`config.mk`:
```
export PLATFORM = sky130hd
export DESIGN_NAME = tcbd_top
export DESIGN_NICKNAME = d
export VERILOG_FILES = /design/src/tcbd_pkg.sv /design/src/tcbd_chan_if.sv /design/src/tcbd_top.sv /design/src/tcbd_req.sv /design/src/tcbd_chan.sv
export VERILOG_INCLUDE_DIRS = /design/src
export SDC_FILE = /design/constraint.sdc
export NUM_CORES = 1
export LEC_CHECK = 0
export ABC_AREA = 1
export BUFFER_PORTS_ARGS = -buffer_cell sky130_fd_sc_hd__buf_2
export CORE_MARGIN = 3
export CORE_UTILIZATION = 49
export DETAILED_ROUTE_END_ITERATION = 10
export PLACE_DENSITY = 0.64
export SLEW_MARGIN = 20
export SYNTH_ARGS = -nofsm -noshare
export SYNTH_HDL_FRONTEND = slang
export SYNTH_SLANG_ARGS = --single-unit
```
`constraint.sdc`:
```
create_clock -name clk -period 4.5 [get_ports clk]
set_input_delay 0.225 -clock clk [delete_from_list [all_inputs] [get_ports clk]]
set_output_delay 0.225 -clock clk [all_outputs]
set_load 0.005 [all_outputs]
```
`src/tcbd_defines.svh`:
```
// constants of the two-channel byte mover: selects, codes, resets
// assumes inclusion by bare name from every file that needs them
`ifndef TCBD_DEFINES_SVH
`define TCBD_DEFINES_SVH
// register group in reg_sel[2:1], high byte flag in reg_sel[0]
`define TCBD_GRP_SRC 2'h0
`define TCBD_GRP_DST 2'h1
`define TCBD_GRP_CNT 2'h2
// address step codes
`define TCBD_DIR_INC 2'h1
`define TCBD_DIR_DEC 2'h2
// request factor codes above the five generic ones
`define TCBD_FAC_RX_PKT 3'h5
`define TCBD_FAC_EP1_NE 3'h6
`define TCBD_FAC_TX_PKT 3'h7
// reset values
`define TCBD_WORD_RST 16'h0000
`define TCBD_BYTE_RST 8'h00
`endif

```
`src/tcbd_pkg.sv`:
```
// types shared by the byte mover modules
// assumes nothing beyond a SystemVerilog compiler
package tcbd_pkg;
    typedef enum logic [2:0] {
        ST_IDLE = 3'h1,
        ST_RD = 3'h2,
        ST_WR = 3'h4
    } tcbd_state_t;
endpackage : tcbd_pkg

```
`src/tcbd_chan_if.sv`:
```
// links the sequencer to one channel's address and count registers
// assumes one instance per channel, all on one clock
`timescale 1ns/10ps
interface tcbd_chan_if;
    logic wr_en;
    logic [2:0] wr_sel;
    logic [7:0] wr_data;
    logic latch_only;
    logic [1:0] src_dir;
    logic [1:0] dst_dir;
    logic reload_inhibit;
    logic reload_cmd;
    logic step;
    logic [15:0] src;
    logic [15:0] dst;
    logic [15:0] cnt;
    logic unf;
    modport ctl (output wr_en, wr_sel, wr_data, latch_only, src_dir,
        dst_dir, reload_inhibit, reload_cmd, step,
        input src, dst, cnt, unf);
    modport chan (input wr_en, wr_sel, wr_data, latch_only, src_dir,
        dst_dir, reload_inhibit, reload_cmd, step,
        output src, dst, cnt, unf);
endinterface : tcbd_chan_if

```
`src/tcbd_top.sv`:
```
// two-channel byte mover: request capture, priority, read/write pairs
// assumes a memory bus with combinational read data in the read cycle
// and software control bits given as plain level and pulse inputs
`timescale 1ns/10ps
`include "tcbd_defines.svh"
module tcbd_top (
    input wire logic clk, // system clock, 50 MHz
    input wire logic nrst, // async reset, low
    input wire logic channel_index, // register access channel
    input wire logic reg_wr, // byte write pulse
    input wire logic [2:0] reg_sel, // group and high byte
    input wire logic [7:0] reg_wdata, // write byte
    output logic [7:0] rd_data, // read byte, one cycle late
    input wire logic [1:0] en_set, // write 1 to channel_enable
    input wire logic [1:0] en_clr, // write 0 to channel_enable
    input wire logic [1:0] soft_trigger, // software request pulse
    input wire logic [1:0] latch_reload_cmd, // reload pulse
    input wire logic [1:0] burst_select, // 1 burst, 0 cycle steal
    input wire logic [5:0] hw_request_source, // 3 bits per channel
    input wire logic [3:0] src_dir, // 2 bits per channel
    input wire logic [3:0] dst_dir, // 2 bits per channel
    input wire logic reload_inhibit, // keep addresses at underflow
    input wire logic [1:0] stop_on_underflow, // auto disable
    input wire logic [1:0] latch_only_write, // writes reach latch only
    input wire logic [1:0] usb_host_path_enable, // paced usb path
    input wire logic [4:0] gen_req, // generic interrupt requests
    input wire logic rx_packet_ready, // out packet waiting
    input wire logic ep1_rx_not_empty, // endpoint 1 fifo has data
    input wire logic tx_packet_ready, // in packet armed
    input wire logic host_obuf_empty, // host output buffer empty
    input wire logic host_ibuf_full, // host input buffer has data
    input wire logic fifo_within_packet, // usb fifo has room
    input wire logic host_wr, // host writes input buffer
    input wire logic command_select_line, // host write is command
    input wire logic isr_active, // cpu runs an interrupt routine
    input wire logic [1:0] uf_clr, // clear underflow flag pulse
    input wire logic irq_clr, // clear interrupt request pulse
    output logic [15:0] mem_addr, // bus address
    output logic mem_rd, // bus read strobe
    output logic mem_wr, // bus write strobe
    output logic [7:0] mem_wdata, // bus write data
    input wire logic [7:0] mem_rdata, // bus read data
    output logic cpu_hold, // cpu kept off the bus
    output logic [1:0] channel_enable, // enable state
    output logic [1:0] suspended_flag, // paused by interrupt
    output logic [1:0] underflow_flag, // sticky underflow
    output logic dma_irq // sticky interrupt request
);
    tcbd_pkg::tcbd_state_t st_r, st_nxt;
    logic [1:0] en_r, pend_r, burst_r, ovr_r, susp_r, uf_r;
    logic irq_r, cur_r, rd_r, wr_r, hold_r;
    logic [15:0] addr_r;
    logic [7:0] data_r, rdd_r;
    logic [1:0] req_w, unf_w, gate_w, rdy_w, work_w, busy_w;
    logic [1:0] start_w, stop_w;
    logic [15:0] src_w [2];
    logic [15:0] dst_w [2];
    logic [15:0] cnt_w [2];
    tcbd_chan_if cif [2] ();

    // arbitration: channel 0 always first, re-decided after every pair
    wire idle = st_r == tcbd_pkg::ST_IDLE;
    wire go = idle && |rdy_w;
    wire sel = ~rdy_w[0];
    wire [15:0] src_sel = sel ? src_w[1] : src_w[0];
    wire [15:0] dst_cur = cur_r ? dst_w[1] : dst_w[0];
    wire cmd_wr = host_wr & command_select_line;

    // register read path: channel index picks the channel
    wire [15:0] rd_word = (reg_sel[2:1] == `TCBD_GRP_SRC) ?
        src_w[channel_index] : (reg_sel[2:1] == `TCBD_GRP_DST) ?
        dst_w[channel_index] : cnt_w[channel_index];
    wire [7:0] rd_byte = reg_sel[0] ? rd_word[15:8] : rd_word[7:0];

    genvar i;
    generate
        for (i = 0; i < 2; i++) begin : g_ch
            // per-channel register file and request qualifier
            tcbd_chan u_chan (
                .clk(clk),
                .nrst(nrst),
                .bus(cif[i])
            );
            tcbd_req u_req (
                .clk(clk),
                .nrst(nrst),
                .factor(hw_request_source[3*i +: 3]),
                .gen_req(gen_req),
                .rx_packet_ready(rx_packet_ready),
                .ep1_rx_not_empty(ep1_rx_not_empty),
                .tx_packet_ready(tx_packet_ready),
                .obuf_empty(host_obuf_empty),
                .ibuf_full(host_ibuf_full),
                .fifo_room(fifo_within_packet),
                .paced_en(usb_host_path_enable[i] & ~burst_select[i]),
                .busy(busy_w[i]),
                .req(req_w[i])
            );
            // steering of the channel registers
            assign cif[i].wr_en = reg_wr && channel_index == 1'(i);
            assign cif[i].wr_sel = reg_sel;
            assign cif[i].wr_data = reg_wdata;
            assign cif[i].latch_only = latch_only_write[i];
            assign cif[i].src_dir = src_dir[2*i +: 2];
            assign cif[i].dst_dir = dst_dir[2*i +: 2];
            assign cif[i].reload_inhibit = reload_inhibit;
            assign cif[i].reload_cmd = latch_reload_cmd[i];
            assign cif[i].step = st_r == tcbd_pkg::ST_WR &&
                cur_r == 1'(i);
            assign unf_w[i] = cif[i].unf;
            assign src_w[i] = cif[i].src;
            assign dst_w[i] = cif[i].dst;
            assign cnt_w[i] = cif[i].cnt;
            // work, pause and readiness of the channel
            assign work_w[i] = pend_r[i] | burst_r[i];
            assign busy_w[i] = work_w[i] | (~idle & cur_r == 1'(i));
            assign gate_w[i] = isr_active & ~ovr_r[i];
            assign rdy_w[i] = en_r[i] & work_w[i] & ~gate_w[i];
            assign start_w[i] = go && sel == 1'(i);
            // host command ends a host-to-usb paced transfer
            assign stop_w[i] = cmd_wr & usb_host_path_enable[i] &
                hw_request_source[3*i +: 3] == `TCBD_FAC_TX_PKT;
            // enable: software set, underflow or command clears it
            always_ff @(posedge clk or negedge nrst) begin
                if (!nrst) begin
                    en_r[i] <= 1'b0;
                end else if (en_set[i]) begin
                    en_r[i] <= 1'b1;
                end else if (en_clr[i] | stop_w[i] |
                    (unf_w[i] & stop_on_underflow[i])) begin
                    en_r[i] <= 1'b0;
                end
            end
            // pending request; a new one wins over its own acceptance
            always_ff @(posedge clk or negedge nrst) begin
                if (!nrst) begin
                    pend_r[i] <= 1'b0;
                end else if (en_r[i] & (req_w[i] | soft_trigger[i])) begin
                    pend_r[i] <= 1'b1;
                end else if (start_w[i] | ~en_r[i] | stop_w[i]) begin
                    pend_r[i] <= 1'b0;
                end
            end
            // burst runs until the counter underflows
            always_ff @(posedge clk or negedge nrst) begin
                if (!nrst) begin
                    burst_r[i] <= 1'b0;
                end else if (unf_w[i] | ~en_r[i] | stop_w[i]) begin
                    burst_r[i] <= 1'b0;
                end else if (start_w[i] & burst_select[i]) begin
                    burst_r[i] <= 1'b1;
                end
            end
            // override lives until the routine ends
            always_ff @(posedge clk or negedge nrst) begin
                if (!nrst) begin
                    ovr_r[i] <= 1'b0;
                end else begin
                    ovr_r[i] <= isr_active & (ovr_r[i] | en_set[i]);
                end
            end
            // suspend flag shows work held back by a routine
            always_ff @(posedge clk or negedge nrst) begin
                if (!nrst) begin
                    susp_r[i] <= 1'b0;
                end else begin
                    susp_r[i] <= gate_w[i] & work_w[i] & en_r[i];
                end
            end
            // sticky underflow flag, set beats clear
            always_ff @(posedge clk or negedge nrst) begin
                if (!nrst) begin
                    uf_r[i] <= 1'b0;
                end else if (unf_w[i]) begin
                    uf_r[i] <= 1'b1;
                end else if (uf_clr[i]) begin
                    uf_r[i] <= 1'b0;
                end
            end
        end
    endgenerate

    // pair sequencer: one read, one write, then a free cycle for cpu
    always_comb begin
        unique case (st_r)
            tcbd_pkg::ST_IDLE: st_nxt = go ? tcbd_pkg::ST_RD :
                tcbd_pkg::ST_IDLE;
            tcbd_pkg::ST_RD: st_nxt = tcbd_pkg::ST_WR;
            tcbd_pkg::ST_WR: st_nxt = tcbd_pkg::ST_IDLE;
            default: st_nxt = tcbd_pkg::ST_IDLE;
        endcase
    end
    always_ff @(posedge clk or negedge nrst) begin
        if (!nrst) begin
            st_r <= tcbd_pkg::ST_IDLE;
        end else begin
            st_r <= st_nxt;
        end
    end

    // bus strobes are registered so outputs come from flops
    always_ff @(posedge clk or negedge nrst) begin
        if (!nrst) begin
            {cur_r, rd_r, wr_r, hold_r} <= 4'h0;
            addr_r <= `TCBD_WORD_RST;
            data_r <= `TCBD_BYTE_RST;
        end else if (go) begin
            {cur_r, rd_r, hold_r} <= {sel, 1'b1, 1'b1};
            addr_r <= src_sel;
        end else if (st_r == tcbd_pkg::ST_RD) begin
            {rd_r, wr_r} <= 2'h1;
            data_r <= mem_rdata;
            addr_r <= dst_cur;
        end else if (st_r == tcbd_pkg::ST_WR) begin
            {wr_r, hold_r} <= 2'h0;
        end
    end

    // interrupt request and read data
    always_ff @(posedge clk or negedge nrst) begin
        if (!nrst) begin
            irq_r <= 1'b0;
            rdd_r <= `TCBD_BYTE_RST;
        end else begin
            irq_r <= (|unf_w) | (irq_r & ~irq_clr);
            rdd_r <= rd_byte;
        end
    end

    assign rd_data = rdd_r;
    assign mem_addr = addr_r;
    assign mem_rd = rd_r;
    assign mem_wr = wr_r;
    assign mem_wdata = data_r;
    assign cpu_hold = hold_r;
    assign channel_enable = en_r;
    assign suspended_flag = susp_r;
    assign underflow_flag = uf_r;
    assign dma_irq = irq_r;
endmodule : tcbd_top

```
`src/tcbd_req.sv`:
```
// request qualifier of one channel: factor select and pacing
// assumes all inputs synchronous to clk
`timescale 1ns/10ps
`include "tcbd_defines.svh"
module tcbd_req (
    input wire logic clk, // system clock
    input wire logic nrst, // async reset, low
    input wire logic [2:0] factor, // hw_request_source
    input wire logic [4:0] gen_req, // generic interrupt requests
    input wire logic rx_packet_ready, // out packet waiting
    input wire logic ep1_rx_not_empty, // endpoint 1 fifo has data
    input wire logic tx_packet_ready, // in packet armed
    input wire logic obuf_empty, // host output buffer empty
    input wire logic ibuf_full, // host input buffer holds data
    input wire logic fifo_room, // usb fifo within packet size
    input wire logic paced_en, // usb host path active in cycle steal mode, either direction
    input wire logic busy, // channel already has work
    output logic req // one request
);
    logic lvl_r;
    wire [7:0] raw = {~tx_packet_ready, ep1_rx_not_empty,
        rx_packet_ready, gen_req};
    wire lvl = raw[factor];
    wire usb_fac = factor >= `TCBD_FAC_RX_PKT;
    wire pace_ok = (factor == `TCBD_FAC_TX_PKT) ?
        (ibuf_full & fifo_room) : obuf_empty;
    // paced factors are levels re-armed per byte; others fire on edges
    assign req = (paced_en & usb_fac) ? (lvl & pace_ok & ~busy) :
        (lvl & ~lvl_r);
    always_ff @(posedge clk or negedge nrst) begin
        if (!nrst) begin
            lvl_r <= 1'b0;
        end else begin
            lvl_r <= lvl;
        end
    end
endmodule : tcbd_req

```
`src/tcbd_chan.sv`:
```
// working registers and shadow latches of one channel
// assumes the sequencer steps it only while the channel is enabled
`timescale 1ns/10ps
`include "tcbd_defines.svh"
module tcbd_chan (
    input wire logic clk, // system clock
    input wire logic nrst, // async reset, low
    tcbd_chan_if.chan bus // sequencer side
);
    logic [15:0] src_r, dst_r, cnt_r, src_l_r, dst_l_r, cnt_l_r;
    function automatic logic [15:0] mv(logic [15:0] a, logic [1:0] d);
        mv = (d == `TCBD_DIR_INC) ? a + 16'h0001 :
            (d == `TCBD_DIR_DEC) ? a - 16'h0001 : a;
    endfunction : mv
    function automatic logic [15:0] mg(logic [15:0] o, logic h,
        logic [7:0] b);
        mg = h ? {b, o[7:0]} : {o[15:8], b};
    endfunction : mg
    // byte writes decode
    wire hi = bus.wr_sel[0];
    wire w_s = bus.wr_en && bus.wr_sel[2:1] == `TCBD_GRP_SRC;
    wire w_d = bus.wr_en && bus.wr_sel[2:1] == `TCBD_GRP_DST;
    wire w_c = bus.wr_en && bus.wr_sel[2:1] == `TCBD_GRP_CNT;
    wire w_work = ~bus.latch_only;
    wire under = bus.step && cnt_r == 16'h0000;
    wire rl_ad = bus.reload_cmd | (under & ~bus.reload_inhibit);
    wire rl_cnt = bus.reload_cmd | under;
    // reload beats a step, a step beats a software write
    wire [15:0] src_nxt = rl_ad ? src_l_r : bus.step ?
        mv(src_r, bus.src_dir) : (w_s & w_work) ? mg(src_r, hi,
        bus.wr_data) : src_r;
    wire [15:0] dst_nxt = rl_ad ? dst_l_r : bus.step ?
        mv(dst_r, bus.dst_dir) : (w_d & w_work) ? mg(dst_r, hi,
        bus.wr_data) : dst_r;
    wire [15:0] cnt_nxt = rl_cnt ? cnt_l_r : bus.step ?
        cnt_r - 16'h0001 : (w_c & w_work) ? mg(cnt_r, hi,
        bus.wr_data) : cnt_r;
    assign bus.src = src_r;
    assign bus.dst = dst_r;
    assign bus.cnt = cnt_r;
    assign bus.unf = under;
    always_ff @(posedge clk or negedge nrst) begin
        if (!nrst) begin
            {src_r, dst_r, cnt_r} <= {3{`TCBD_WORD_RST}};
            {src_l_r, dst_l_r, cnt_l_r} <= {3{`TCBD_WORD_RST}};
        end else begin
            src_r <= src_nxt;
            dst_r <= dst_nxt;
            cnt_r <= cnt_nxt;
            if (w_s) src_l_r <= mg(src_l_r, hi, bus.wr_data);
            if (w_d) dst_l_r <= mg(dst_l_r, hi, bus.wr_data);
            if (w_c) cnt_l_r <= mg(cnt_l_r, hi, bus.wr_data);
        end
    end
endmodule : tcbd_chan

```
Yosys cells after proc, flatten, opt, wreduce, memory -nomap -nowiden:

Cells that the tools add are included.

* output and inout port bits: 42
* word-level logic and storage cells: 323
* memories: 0
* bits in latches: 0
* register bits after elaboration: 246
* input bits: 71
* bits in read-only memories: 0
* memory bits (writable): 0

* shift-type cells: 0
* divide/modulo/power cells: 0
* add/subtract/negate cells: 10
* $mul: 0
* equality and inequality tests: 24
* mux-type cells: 75
* bitwise operators: 94
* $lt $le $gt $ge: 5
* reduce and logical (&&, ||, !) cells: 68

Operators with widths (number)
* $mux W16: 42
* $sub A16 B1 Y16 const B: 6
* $add A16 B1 Y16 const B: 4
* $and A1 B1 Y1: 45
* $reduce_and A2 Y1: 19
* $logic_not A16 Y1: 2
* $reduce_bool A3 Y1: 10
* $mux W1: 28
* $or A1 B1 Y1: 25
* $reduce_and A3 Y1: 8
* $not A1 Y1: 23
* $reduce_bool A2 Y1: 11
* $ne A4 B4 Y1 const B: 4
* $logic_and A1 B1 Y1: 15
* $ne A3 B1 Y1 const B: 4
* $eq A2 B1 Y1 const B: 5
* $eq A2 B2 Y1 const B: 5
* $eq A3 B3 Y1 const B: 3
* $lt A3 B4 Y1 const B: 2
* $mux W8: 1
* $bmux W1 S3: 2
* $ge A3 B3 Y1 const B: 2
* $pmux W3 S2: 1
* $reduce_or A2 Y1: 2
* other kinds (7): 7

Longest topological paths before layout:

Gate-level depths: netlist of the first run.

* depth after elaboration: 11
* depth in mapped cells: 15
* mapped depth without buffers: 15

Cells and area by module:

Synthesis of the first run repeated with hierarchy kept, for this count alone.

* cells, all modules: 2688
* area, all modules: 17600.6 um^2

By module, submodules not included
* tcbd_chan at g_ch[0].u_chan: area an instance 6830.3 um^2, seq. area each 2402.3 um^2, cells each 1031, times used 1
* tcbd_chan at g_ch[1].u_chan: area an instance 6807.8 um^2, seq. area each 2402.3 um^2, cells each 1029, times used 1
* tcbd_top: area an instance 3602.2 um^2, seq. area each 1302.5 um^2, cells each 556, times used 1
* tcbd_req: area an instance 180.2 um^2, seq. area each 25.0 um^2, cells each 36, times used 2

Worst setup path after synthesis of the first run:

Ideal clock, no wire load.

* kind: in2reg
* start point: input src_dir[0]
* end point: register g_ch[0].u_chan.src_r[12]
* data required time: 4384 ps
* library setup time: 116 ps
* arrival time: 2207 ps
* cell stages on the path: 15
* path slack: 2176 ps
* cells stage by stage: inv_1 > or2_2 > clkbuf_1 > inv_1 > fa_1 > inv_1 > nand2_1 > o21ai_0 > nand3_1 > nand3_1 > nand2_1 > nand3_1 > nand2_1 > nand2_1 > nand2_1

* longest elaborated chain between the ends: 4

RTL lines
* from (decl): line tcbd_top.sv:20 `input wire logic [3:0] src_dir,`
* $eq A2 B1 Y1 (no source line)
* $mux W16: line tcbd_chan.sv:12 `` mv = (d == `TCBD_DIR_INC) ? a + 16'h0001 : ``
* $mux W16 (2 in series): line tcbd_chan.sv:29 `wire [15:0] src_nxt = rl_ad ? src_l_r : bus.step ?`
* to (signal assigned): line tcbd_chan.sv:44 `` {src_r, dst_r, cnt_r} <= {3{`TCBD_WORD_RST}}; ``
* to (signal assigned): line tcbd_chan.sv:47 `src_r <= src_nxt;`
* to (decl): line tcbd_chan.sv:10 `logic [15:0] src_r, dst_r, cnt_r, src_l_r, dst_l_r, cnt_l_r;`

Several ways; a longest one is shown, not always the timed one.
A chain may end at the register's enable or synchronous reset.

Worst setup path after layout of the first run:

* start point: register cur_r
* end point: register g_ch[1].u_chan.dst_r[13]

* longest elaborated chain between the ends: 6

RTL lines
* from (decl): line tcbd_top.sv:51 `logic irq_r, cur_r, rd_r, wr_r, hold_r;`
* from (signal assigned): line tcbd_top.sv:208 `{cur_r, rd_r, hold_r} <= {sel, 1'b1, 1'b1};`
* $logic_and A1 B1 Y1 (*): line tcbd_top.sv:108 `assign cif[i].step = st_r == tcbd_pkg::ST_WR &&`
* $logic_and A1 B1 Y1: line tcbd_chan.sv:25 `wire under = bus.step && cnt_r == 16'h0000;`
* $and A1 B1 Y1: line tcbd_chan.sv:26 `wire rl_ad = bus.reload_cmd | (under & ~bus.reload_inhibit);`
* $or A1 B1 Y1: line tcbd_chan.sv:26
* $ne A4 B4 Y1 (no source line) or $reduce_bool A3 Y1 (tied branches)
* $reduce_and A3 Y1 (no source line)
* to (signal assigned): line tcbd_chan.sv:44
* to (signal assigned): line tcbd_chan.sv:48 `dst_r <= dst_nxt;`
* to (decl): line tcbd_chan.sv:10

Mark *: on every way between the ends. The rest lies on a longest branch, timed or not.

==> flow_summary.toml, run 1 <==
[run_status]
status = "completed"

[synth]
synth_area_leaders = "dfrtp_1, nand2_1, inv_1, o21ai_0, nor2_1"
ys_seq_area_share_pct = 35.6
syn_inst = 2612
synth_nets = 2755
synth_top_area_cell = "dfrtp_1"
synth_ff_type = "dfrtp_1"
synth.top_cell.area_share_pct = 35.4
synth-edff-count = 0
yosysWarningCount = 0
async_flop_share_pct = 100
avgSynthCellArea_sq_um = 6.63
syn_area_sq_mm = 0.0173
ys_types = 55
ys_ff_latch = 246

[cts]
cts_inserted_buffers = 31
cts-root-buf = "clkbuf_16"
clk_latency_ns = 0.59
cts.sinks = 246
cts_tree = "done"
path_clk_slew_ns = 0.06
cts_max_level = 1
cts_setup_buffers = 0
clock_path_buffers = 3

[route]
via_per_inst = 5.63
ant_nets = 0
num_vias = 17800
avgRoutedWirePerCell_um = 19.6
drt_pre_antenna_iters = 6
drtIter0Drc = 1753
topRoutingLayerUsed = "met4"
wl_met1_um = 28200
wl_met3_um = 5670
routed_wl_um = 62300
wl_met2_um = 25700
drc_errors = 0

[critical_path]
crit_type = "reg2reg"
cp_top_family = "simple AND/OR/NAND/NOR gates"
start_kind = "flop"
critPathMaxStageDelay_ns = 0.53
worst_setup_path_end_kind = "flop"
crit_top_cell = "nand2_1"
critPathMaxFanout = 43
required_ns = 4.96
critPathBufInv = 2
arrival_ns = 3.46
crit_chain = "inv_4 > nor2_8 > nand3_4 > nand2_4 > nand2_4 > clkinv_2 > nor2_1 > nand2_1 > nand2_1 > nand2_1"
critPathSlowestCell = "dfrtp_1"

[finish]
nNetsFinal = 2838
antennaDiodeCount = 0
fin_util_pct = 55.6
drive_gt1_share_pct = 8.46
areaGrowthSynthToFinish_pct = 11.4

[timing]
setup_violations = 0
finalHoldViolCount = 0
slew_viol_final = 0
whs_ns = 0.0200
rsz0062_at_grt = "no"
fmax_mhz = 334
relSlewSlack_pct = 29.7
min_period_ns = 3.00
clock-skew-final_ns = 0.0246
fin_setup_tns_ns = 0
period_share_pct = 66.6
tightest_slew_ns = 1.05

[hold_path]
hp-class = "in2reg"

[pwr]
power_density_mw_per_mm2 = 450
peakVddDrop_uv = 414
p_leak_nw = 10.3
swShare_pct = 40.1
p_switching_mw = 3.48
power_frac_comb_pct = 35.0
power_frac_clock_pct = 28.6
seqPwrFrac_pct = 36.4
p_int_mw = 5.20

[placed_design]
dp_hpwl_um = 45400
globalplace.congestion = 0.997
io_buffer_count = 112

[global_routing]
grt_usage_pct = 32.3
grt_pass1_wl_um = 96000
first_global_vias = 16700
grt.overflow.total = 0
grt_start_max_net_pins = 129
antenna_found_initial = 1

[die]
rows = 68
io_pins = 113
die_x_um = 194
die_area_sq_mm = 0.0376
die_h_um = 194
core_sq_mm = 0.0347
start_util_pct = 49.9

[run]
timing.max_cap.violations = 0
per-layer routing:
metal	vias to the layer above	track usage, %
met3	145	6.88
met1	8403	46.7
met5	-	0
li1	8513	-
met4	0	11.9
met2	788	47.8
placed cells by master, fill, tap and decap left out, types with 22 or more instances in the layout:
| cell | count |
|---|---|
| a21oi_1 | 97 |
| ha_1 | 68 |
| dlygate4sd3_1 | 22 |
| o21ai_0 | 194 |
| o21ai_1 | 28 |
| dfrtp_1 | 245 |
| nand3_1 | 178 |
| nand2_1 | 914 |
| o211ai_1 | 46 |
| inv_1 | 315 |
| buf_2 | 111 |
| clkbuf_16 | 31 |
| nor2_1 | 240 |
worst min-delay path: stages:
cell      delay, ns
buf_2          0.12
o211ai_1       0.08
o211ai_1       0.11
stage by stage:
step | setup slack (ns) | instance area (sq um) | total power [mW] | std cells
after CTS | 1.56 | 19300 | 8.64 | 3172
after global routing | 1.17 | 19300 | 9.24 | 3173
after global placement | 1.62 | 18000 | 6.08 | 3094
after floorplan | 2.18 | 17300 | 5.11 | 2612
after detailed placement | 1.53 | 18000 | 6.13 | 3094
final | 1.50 | 19300 | 8.68 | 3173
synthesized netlist by cell type (all sizes together), types with 4 or more instances:
| cell type | instances |
|---|---|
| nand2 | 928 |
| inv | 332 |
| nor2 | 250 |
| dfrtp | 245 |
| o21ai | 229 |
| nand3 | 179 |
| a21oi | 98 |
| ha | 68 |
| clkbuf | 50 |
| o211ai | 48 |
| buf | 42 |
| nor3 | 24 |
| nand3b | 18 |
| xor2 | 17 |
| o22ai | 15 |
| or2 | 13 |
| nand4 | 8 |
| o221ai | 8 |
| xnor2 | 8 |
| a31oi | 7 |
| o311ai | 5 |
| fa | 4 |
worst paths after layout:
check / from / end / slack (ns) / depth (start not counted)
worst max-delay path: cur_r / g_ch[1].u_chan.bus.dst[13] / 1.50 / 10
worst min-delay path: hw_request_source[4] / g_ch[1].u_req.lvl_r / 0.02 / 3
worst max register to register: cur_r / g_ch[1].u_chan.bus.dst[13] / 1.50 / 10
worst min register to register: mem_wdata[1] / mem_wdata[1] / 0.46 / 2
max in group asynchronous: nrst / g_ch[1].u_chan.cnt_l_r[9] / 3.07 / 4
min in group asynchronous: nrst / channel_enable[0] / 0.19 / 2
power by group through the flow:
stage / Sequential, mW / Combinational (mW) / Clock [mW]
after floorplan: 2.99 / 2.12 / 0
after global placement: 3.17 / 2.91 / 0
after detailed placement: 3.18 / 2.95 / 0
after CTS: 3.14 / 2.98 / 2.51
after global routing: 3.20 / 3.44 / 2.61
final: 3.16 / 3.04 / 2.48
what timing repair did:
action / CTS / global route
endpoints found under the hold margin: 145 / 0
resized for setup: 0 / 0
hold buffers: 22 / 0
flip-flops by register name, summed over array words and instances, names as in the netlist:
name / flops
g_ch.u_chan.bus.cnt: 32
g_ch.u_chan.bus.dst: 32
g_ch.u_chan.bus.src: 32
g_ch.u_chan.cnt_l_r: 32
g_ch.u_chan.dst_l_r: 32
g_ch.u_chan.src_l_r: 32
mem_addr: 16
mem_wdata: 8
rd_data: 8
st_r: 3
burst_r: 2
channel_enable: 2
g_ch.u_req.lvl_r: 2
ovr_r: 2
pend_r: 2
suspended_flag: 2
underflow_flag: 2
cpu_hold: 1
cur_r: 1
dma_irq: 1
mem_rd: 1
mem_wr: 1
area by class of cell:
type                       instances  area (sq um)
clock buffer                      49           913
clock inverter                     7          85.1
timing repair buffer             142           883
tap                              455           569
inverter                         335          1260
multi-input combinational       1939          9410
fill                            3446         15400
sequential                       246          6160
cell families after synthesis:
group,after synthesis,synth area share (%)
compound gates,417,13.6
mux,3,0.173
xor+xnor,25,1.26
flops,246,35.6
fa+ha+maj,72,5.38
simple gates,1422,33.9
buf+inv,427,10.1
No activity file was read; power rests on OpenSTA's default activity.
==> inputs of run 2 (changes only) <==
==> constraint.sdc (replaced) <==
create_clock -name clk -period 2.8 [get_ports clk]
set_input_delay 0.14 -clock clk [delete_from_list [all_inputs] [get_ports clk]]
set_output_delay 0.14 -clock clk [all_outputs]
set_load 0.005 [all_outputs]
==> flow_summary.toml, run 2 (synthesis gave the netlist of run 1 again) <==
[critical_path]
start_kind = "flop"
worst_setup_path_end_kind = "flop"
cp_top_family = "buffers and inverters"
crit_chain = "inv_1 > ha_1 > nand3_1 > nor4_1 > buf_4 > nand3_1 > a21o_1 > dlygate4sd3_1"
required_ns = 3.24
critPathMaxFanout = 3
crit_top_cell = "nand3_1"
critPathBufInv = 3
critPathSlowestCell = "dlygate4sd3_1"
crit_type = "reg2reg"
critPathMaxStageDelay_ns = 0.54
arrival_ns = 2.97

[timing]
fin_setup_tns_ns = 0
whs_ns = 0.0365
period_share_pct = 90.1
clock-skew-final_ns = 0.0209
slew_viol_final = 0
setup_violations = 0
final.setup.worst_slack_ns = 0.278
min_period_ns = 2.52
rsz0062_at_grt = "no"
relSlewSlack_pct = 36.5
finalHoldViolCount = 0
tightest_slew_ns = 0.952
fmax_mhz = 397

[run]
timing.max_cap.violations = 0

[route]
avgRoutedWirePerCell_um = 19.5
via_per_inst = 5.51
num_vias = 17700
drt_pre_antenna_iters = 6
routed_wl_um = 62500
drtIter0Drc = 1695
ant_nets = 0
drc_errors = 0

[die]
die_x_um = 194
die_area_sq_mm = 0.0376
start_util_pct = 49.9
rows = 68
core_sq_mm = 0.0347
io_pins = 113
die_h_um = 194

[global_routing]
grt_usage_pct = 32.3
grt_start_max_net_pins = 58
grt_pass1_wl_um = 95100
antenna_found_initial = 0
grt.overflow.total = 0
first_global_vias = 16200

[cts]
clk_latency_ns = 0.58
cts_setup_buffers = 0
ctsHoldBuffers = 28
cts.sinks = 246
cts_inserted_buffers = 28
cts_tree = "done"
cts-root-buf = "clkbuf_16"
path_clk_slew_ns = 0.06
clock_path_buffers = 3
post_cts_resized = 0
cts_max_level = 1

[placed_design]
globalplace.congestion = 0.988
io_buffer_count = 112
post-place-cells = 3131
place_ws_ns = 0.180
dp_hpwl_um = 46800
placed_area_sq_mm = 0.0183

[pwr]
p_leak_nw = 10.4
power_density_mw_per_mm2 = 706
peakVddDrop_uv = 494
power_mw = 13.8

[finish]
fillers = 3506
finalInstanceArea_sq_mm = 0.0195
final_common_cell = "nand2_1"
finalNonFillerCells = 3205
areaGrowthSynthToFinish_pct = 12.9
final-seq-area_sq_mm = 0.00616
antennaDiodeCount = 0
drive_gt1_share_pct = 9.60
mostFrequentLayoutCells = "nand2_1, inv_1, dfrtp_1"
multi_input_area_sq_mm = 0.00941
fin_util_pct = 56.3
nNetsFinal = 2877

[run_status]
status = "completed"

[hold_path]
hp-class = "in2reg"
run 2: cell count changes in the layout (fill, tap and decap cells not counted):
| cell | delta |
|---|---|
| clkbuf_8 | -2 |
| clkbuf_16 | -2 |
| clkinvlp_4 | +4 |
| clkbuf_1 | -8 |
| buf_12 | +2 |
| clkinv_2 | -3 |
| clkinv_4 | +1 |
| buf_4 | +35 |
| dlygate4sd3_1 | +6 |
| buf_16 | -1 |
run 2: worst paths after layout:
check | slack [ns] | endpoint | from | depth (start not counted)
hold / removal | 0.04 | burst_r[1] | usb_host_path_enable[1] | 5
setup reg to reg | 0.28 | channel_enable[0] | g_ch[0].u_chan.bus.cnt[1] | 8
max in group asynchronous | 1.77 | g_ch[1].u_chan.bus.dst[6] | nrst | 3
hold reg to reg | 0.46 | mem_wdata[5] | mem_wdata[5] | 2
setup / recovery | 0.28 | channel_enable[0] | g_ch[0].u_chan.bus.cnt[1] | 8
min in group asynchronous | 0.11 | rd_data[7] | nrst | 2
run 2: area by class of cell:
class / instances / area share [%]
repair buffers: 184 / 6.24
clock inverters: 9 / 0.557
well taps: 455 / 2.91
multi-input cells: 1939 / 48.2
flip-flops and latches: 246 / 31.5
clock buffers: 37 / 4.12
inverters: 335 / 6.47
run 2: report_power, final:
part / switching (mW) / leakage [nW] / internal, mW
clock network: 1.57 / 0.438 / 2.18
logic: 3.29 / 6.90 / 1.70
registers: 0.727 / 3.10 / 4.33
run 2: worst min-delay path: cells and delay by family:
kind / cells / cell delay, ns
AO/OA/AOI/OAI: 1 / 0.10
buffers and inverters: 2 / 0.13
AND/OR/NAND/NOR: 2 / 0.19
run 2: routing by layer:
layer | wire [um] | up-vias | share of wire, % | global-route usage, %
met1 | 27600 | 8169 | 44 | 46.7
met4 | 2110 | 0 | 3.4 | 9.76
met2 | 26300 | 811 | 42 | 48.1
met3 | 6450 | 104 | 10 | 8.13
met5 | 0 | - | 0 | 0
li1 | - | 8587 | - | -
==> inputs of run 3 (changes only) <==
--- a/config.mk
+++ b/config.mk
@@ -6,7 +6,6 @@
 export SDC_FILE = /design/constraint.sdc
 export NUM_CORES = 1
 export LEC_CHECK = 0
-export ABC_AREA = 1
 export BUFFER_PORTS_ARGS = -buffer_cell sky130_fd_sc_hd__buf_2
 export CORE_MARGIN = 3
 export CORE_UTILIZATION = 49
==> flow_summary.toml, run 3 <==
[run_status]
status = "completed"

[finish]
multi_input_area_sq_mm = 0.00904
final_common_cell = "dfrtp_1"
fillers = 2675
nNetsFinal = 2017
drive_gt1_share_pct = 23.5
finalNonFillerCells = 2292
final-seq-area_sq_mm = 0.00616
fin_util_pct = 60.0
areaGrowthSynthToFinish_pct = 19.1
mostFrequentLayoutCells = "dfrtp_1, nand2_1, o21ai_0"
antennaDiodeCount = 0

[hold_path]
hp-class = "in2reg"
hold_depth = 3

[timing]
finalHoldViolCount = 0
fmax_mhz = 366
tightest_slew_ns = 1.05
clock-skew-final_ns = 0.0201
slew_viol_final = 0
relSlewSlack_pct = 29.6
rsz0062_at_grt = "yes"
period_share_pct = 97.5
whs_ns = 0.0165
min_period_ns = 2.73
setup_violations = 0

[cts]
cts_inserted_buffers = 28
cts_setup_buffers = 0
cts_max_level = 1
cts-root-buf = "clkbuf_16"
cts.sinks = 246
cts_tree = "done"
clock_path_buffers = 3
clk_latency_ns = 0.56
path_clk_slew_ns = 0.06

[synth]
syn_inst = 1682
synth_area_leaders = "dfrtp_1, mux2_2, o21ai_0, ha_1, nand2_1"
yosysMostFrequentCell = "dfrtp_1"
synth_ff_type = "dfrtp_1"
synth-edff-count = 0
async_flop_share_pct = 100
syn_area_sq_mm = 0.0156
ys_types = 77
avgSynthCellArea_sq_um = 9.29
ys_seq_area_share_pct = 39.4
synth.top_cell.area_share_pct = 39.2
synthTopCellsByCount = "dfrtp_1, nand2_1, o21ai_0"
synth_nets = 1825
yosysWarningCount = 0
ys_ff_latch = 246
synth_top_area_cell = "dfrtp_1"

[die]
io_pins = 113
die_x_um = 185
rows = 64
core_sq_mm = 0.0310
die_area_sq_mm = 0.0341
start_util_pct = 50.4
die_h_um = 185

[placed_design]
post-place-cells = 2217
globalplace.congestion = 0.996
dp_hpwl_um = 38800
io_buffer_count = 112

[pwr]
peakVddDrop_uv = 556
power_frac_comb_pct = 33.9
power_frac_clock_pct = 29.0
p_int_mw = 8.89
swShare_pct = 34.8
power_density_mw_per_mm2 = 732
p_switching_mw = 4.74
seqPwrFrac_pct = 37.1
p_leak_nw = 8.38

[global_routing]
grt_usage_pct = 30.6
first_global_vias = 13500
antenna_found_initial = 0
grt_start_max_net_pins = 91
grt_pass1_wl_um = 80100
grt.overflow.total = 0

[critical_path]
critPathMaxStageDelay_ns = 0.56
arrival_ns = 3.17
worst_setup_path_end_kind = "flop"
crit_top_cell = "nor2_1"
required_ns = 3.24
worstSetupEndpoint = "g_ch[1].u_chan.bus.dst[14]"
worstReg2RegStart = "st_r[0]"
r2r_end = "g_ch[1].u_chan.bus.dst[14]"
critPathMaxFanout = 13
crit_chain = "nor2_1 > and3_1 > buf_4 > nor3_1 > a211o_1 > a21oi_1 > nor2_1 > a22o_1"
regToRegSetupSlack_ns = 0.07
crit_type = "reg2reg"
critPathSlowestCell = "and3_1"
cp_top_family = "compound AO/OA/AOI/OAI gates"
critPathBufInv = 1
r2r_cells = 8
cp.depth = 8
startpoint = "st_r[0]"
start_kind = "flop"

[route]
avgRoutedWirePerCell_um = 23.0
ant_nets = 0
via_per_inst = 6.08
routed_wl_um = 52800
num_vias = 13900
drc_errors = 0
drtIter0Drc = 1382
drt_pre_antenna_iters = 6

[run]
timing.max_cap.violations = 0
==> run 3: logic make-up after synthesis <==
family,after synthesis,share of synthesized area [%]
XOR/XNOR,75,4.20
AND/OR/NAND/NOR,462,13.5
flip-flops,246,39.4
adder cells (fa/ha/maj),72,5.96
AO/OA/AOI/OAI,512,19.8
multiplexers,181,13.7
buffers and inverters,134,3.48
==> run 3: area by class of cell <==
type | instances | area share [%]
multi-input cells | 1302 | 48.6
clock inverters | 13 | 0.941
clock buffers | 39 | 4.42
well taps | 396 | 2.66
repair buffers | 252 | 9.43
inverters | 44 | 0.888
flip-flops and latches | 246 | 33.1
==> run 3: how the worst min path moves through the flow <==
| stage | start | end | slack, ns |
|---|---|---|---|
| 3_3_place_gp | nrst | g_ch[0].u_chan.dst_l_r[0] | 0.09 |
| 5_1_grt | stop_on_underflow[1] | channel_enable[1] | 0.04 |
| 3_5_place_dp | nrst | g_ch[0].u_chan.dst_l_r[3] | 0.1 |
| 2_1_floorplan | nrst | burst_r[0] | -0.16 |
| 4_1_cts | stop_on_underflow[1] | channel_enable[1] | 0.006 |
| 6_report | stop_on_underflow[1] | channel_enable[1] | 0.02 |
==> run 3: worst register-to-register path, cell delays in order, from the launching register on <==
cell and delay [ns]:
dfstp_2 0.40, nor2_1 0.15, and3_1 0.56, buf_4 0.31
nor3_1 0.09, a211o_1 0.27, a21oi_1 0.51, nor2_1 0.11
a22o_1 0.22
==> run 3: stage by stage <==
step	power (mW)	setup WS, ns	area [sq um]	setup TNS, ns
6_report	13.6	0.0693	18600	0
2_1_floorplan	7.83	0.0372	15600	0
5_1_grt	14.4	-0.0137	18600	-0.0137
3_3_place_gp	9.45	-0.0399	17300	-0.0905
4_1_cts	13.6	0.0305	18500	0
3_5_place_dp	9.55	-0.117	17300	-0.438
==> run 3: per-layer routing <==
| layer | GRT usage [%] | routed length (um) | vias up |
|---|---|---|---|
| met5 | 0 | 0 | - |
| met1 | 42.4 | 23100 | 6808 |
| met4 | 10.5 | 2150 | 0 |
| met3 | 6.67 | 4190 | 116 |
| li1 | - | - | 6482 |
| met2 | 47.8 | 23300 | 531 |
==> run 3: repair_timing <==
item | in CTS | in global routing
endpoints found under the hold margin | 137 | 0
resized for setup | 0 | 17
hold buffers | 23 | 0
setup endpoints to repair | 0 | 27
==> run 3: power groups by stage <==
| stage | registers, mW | clock network [mW] | logic, mW |
|---|---|---|---|
| floorplan | 4.85 | 0 | 2.98 |
| global placement | 5.07 | 0 | 4.38 |
| detailed placement | 5.08 | 0 | 4.47 |
| CTS | 5.04 | 4.00 | 4.52 |
| global route | 5.14 | 4.13 | 5.09 |
| finish | 5.06 | 3.95 | 4.63 |
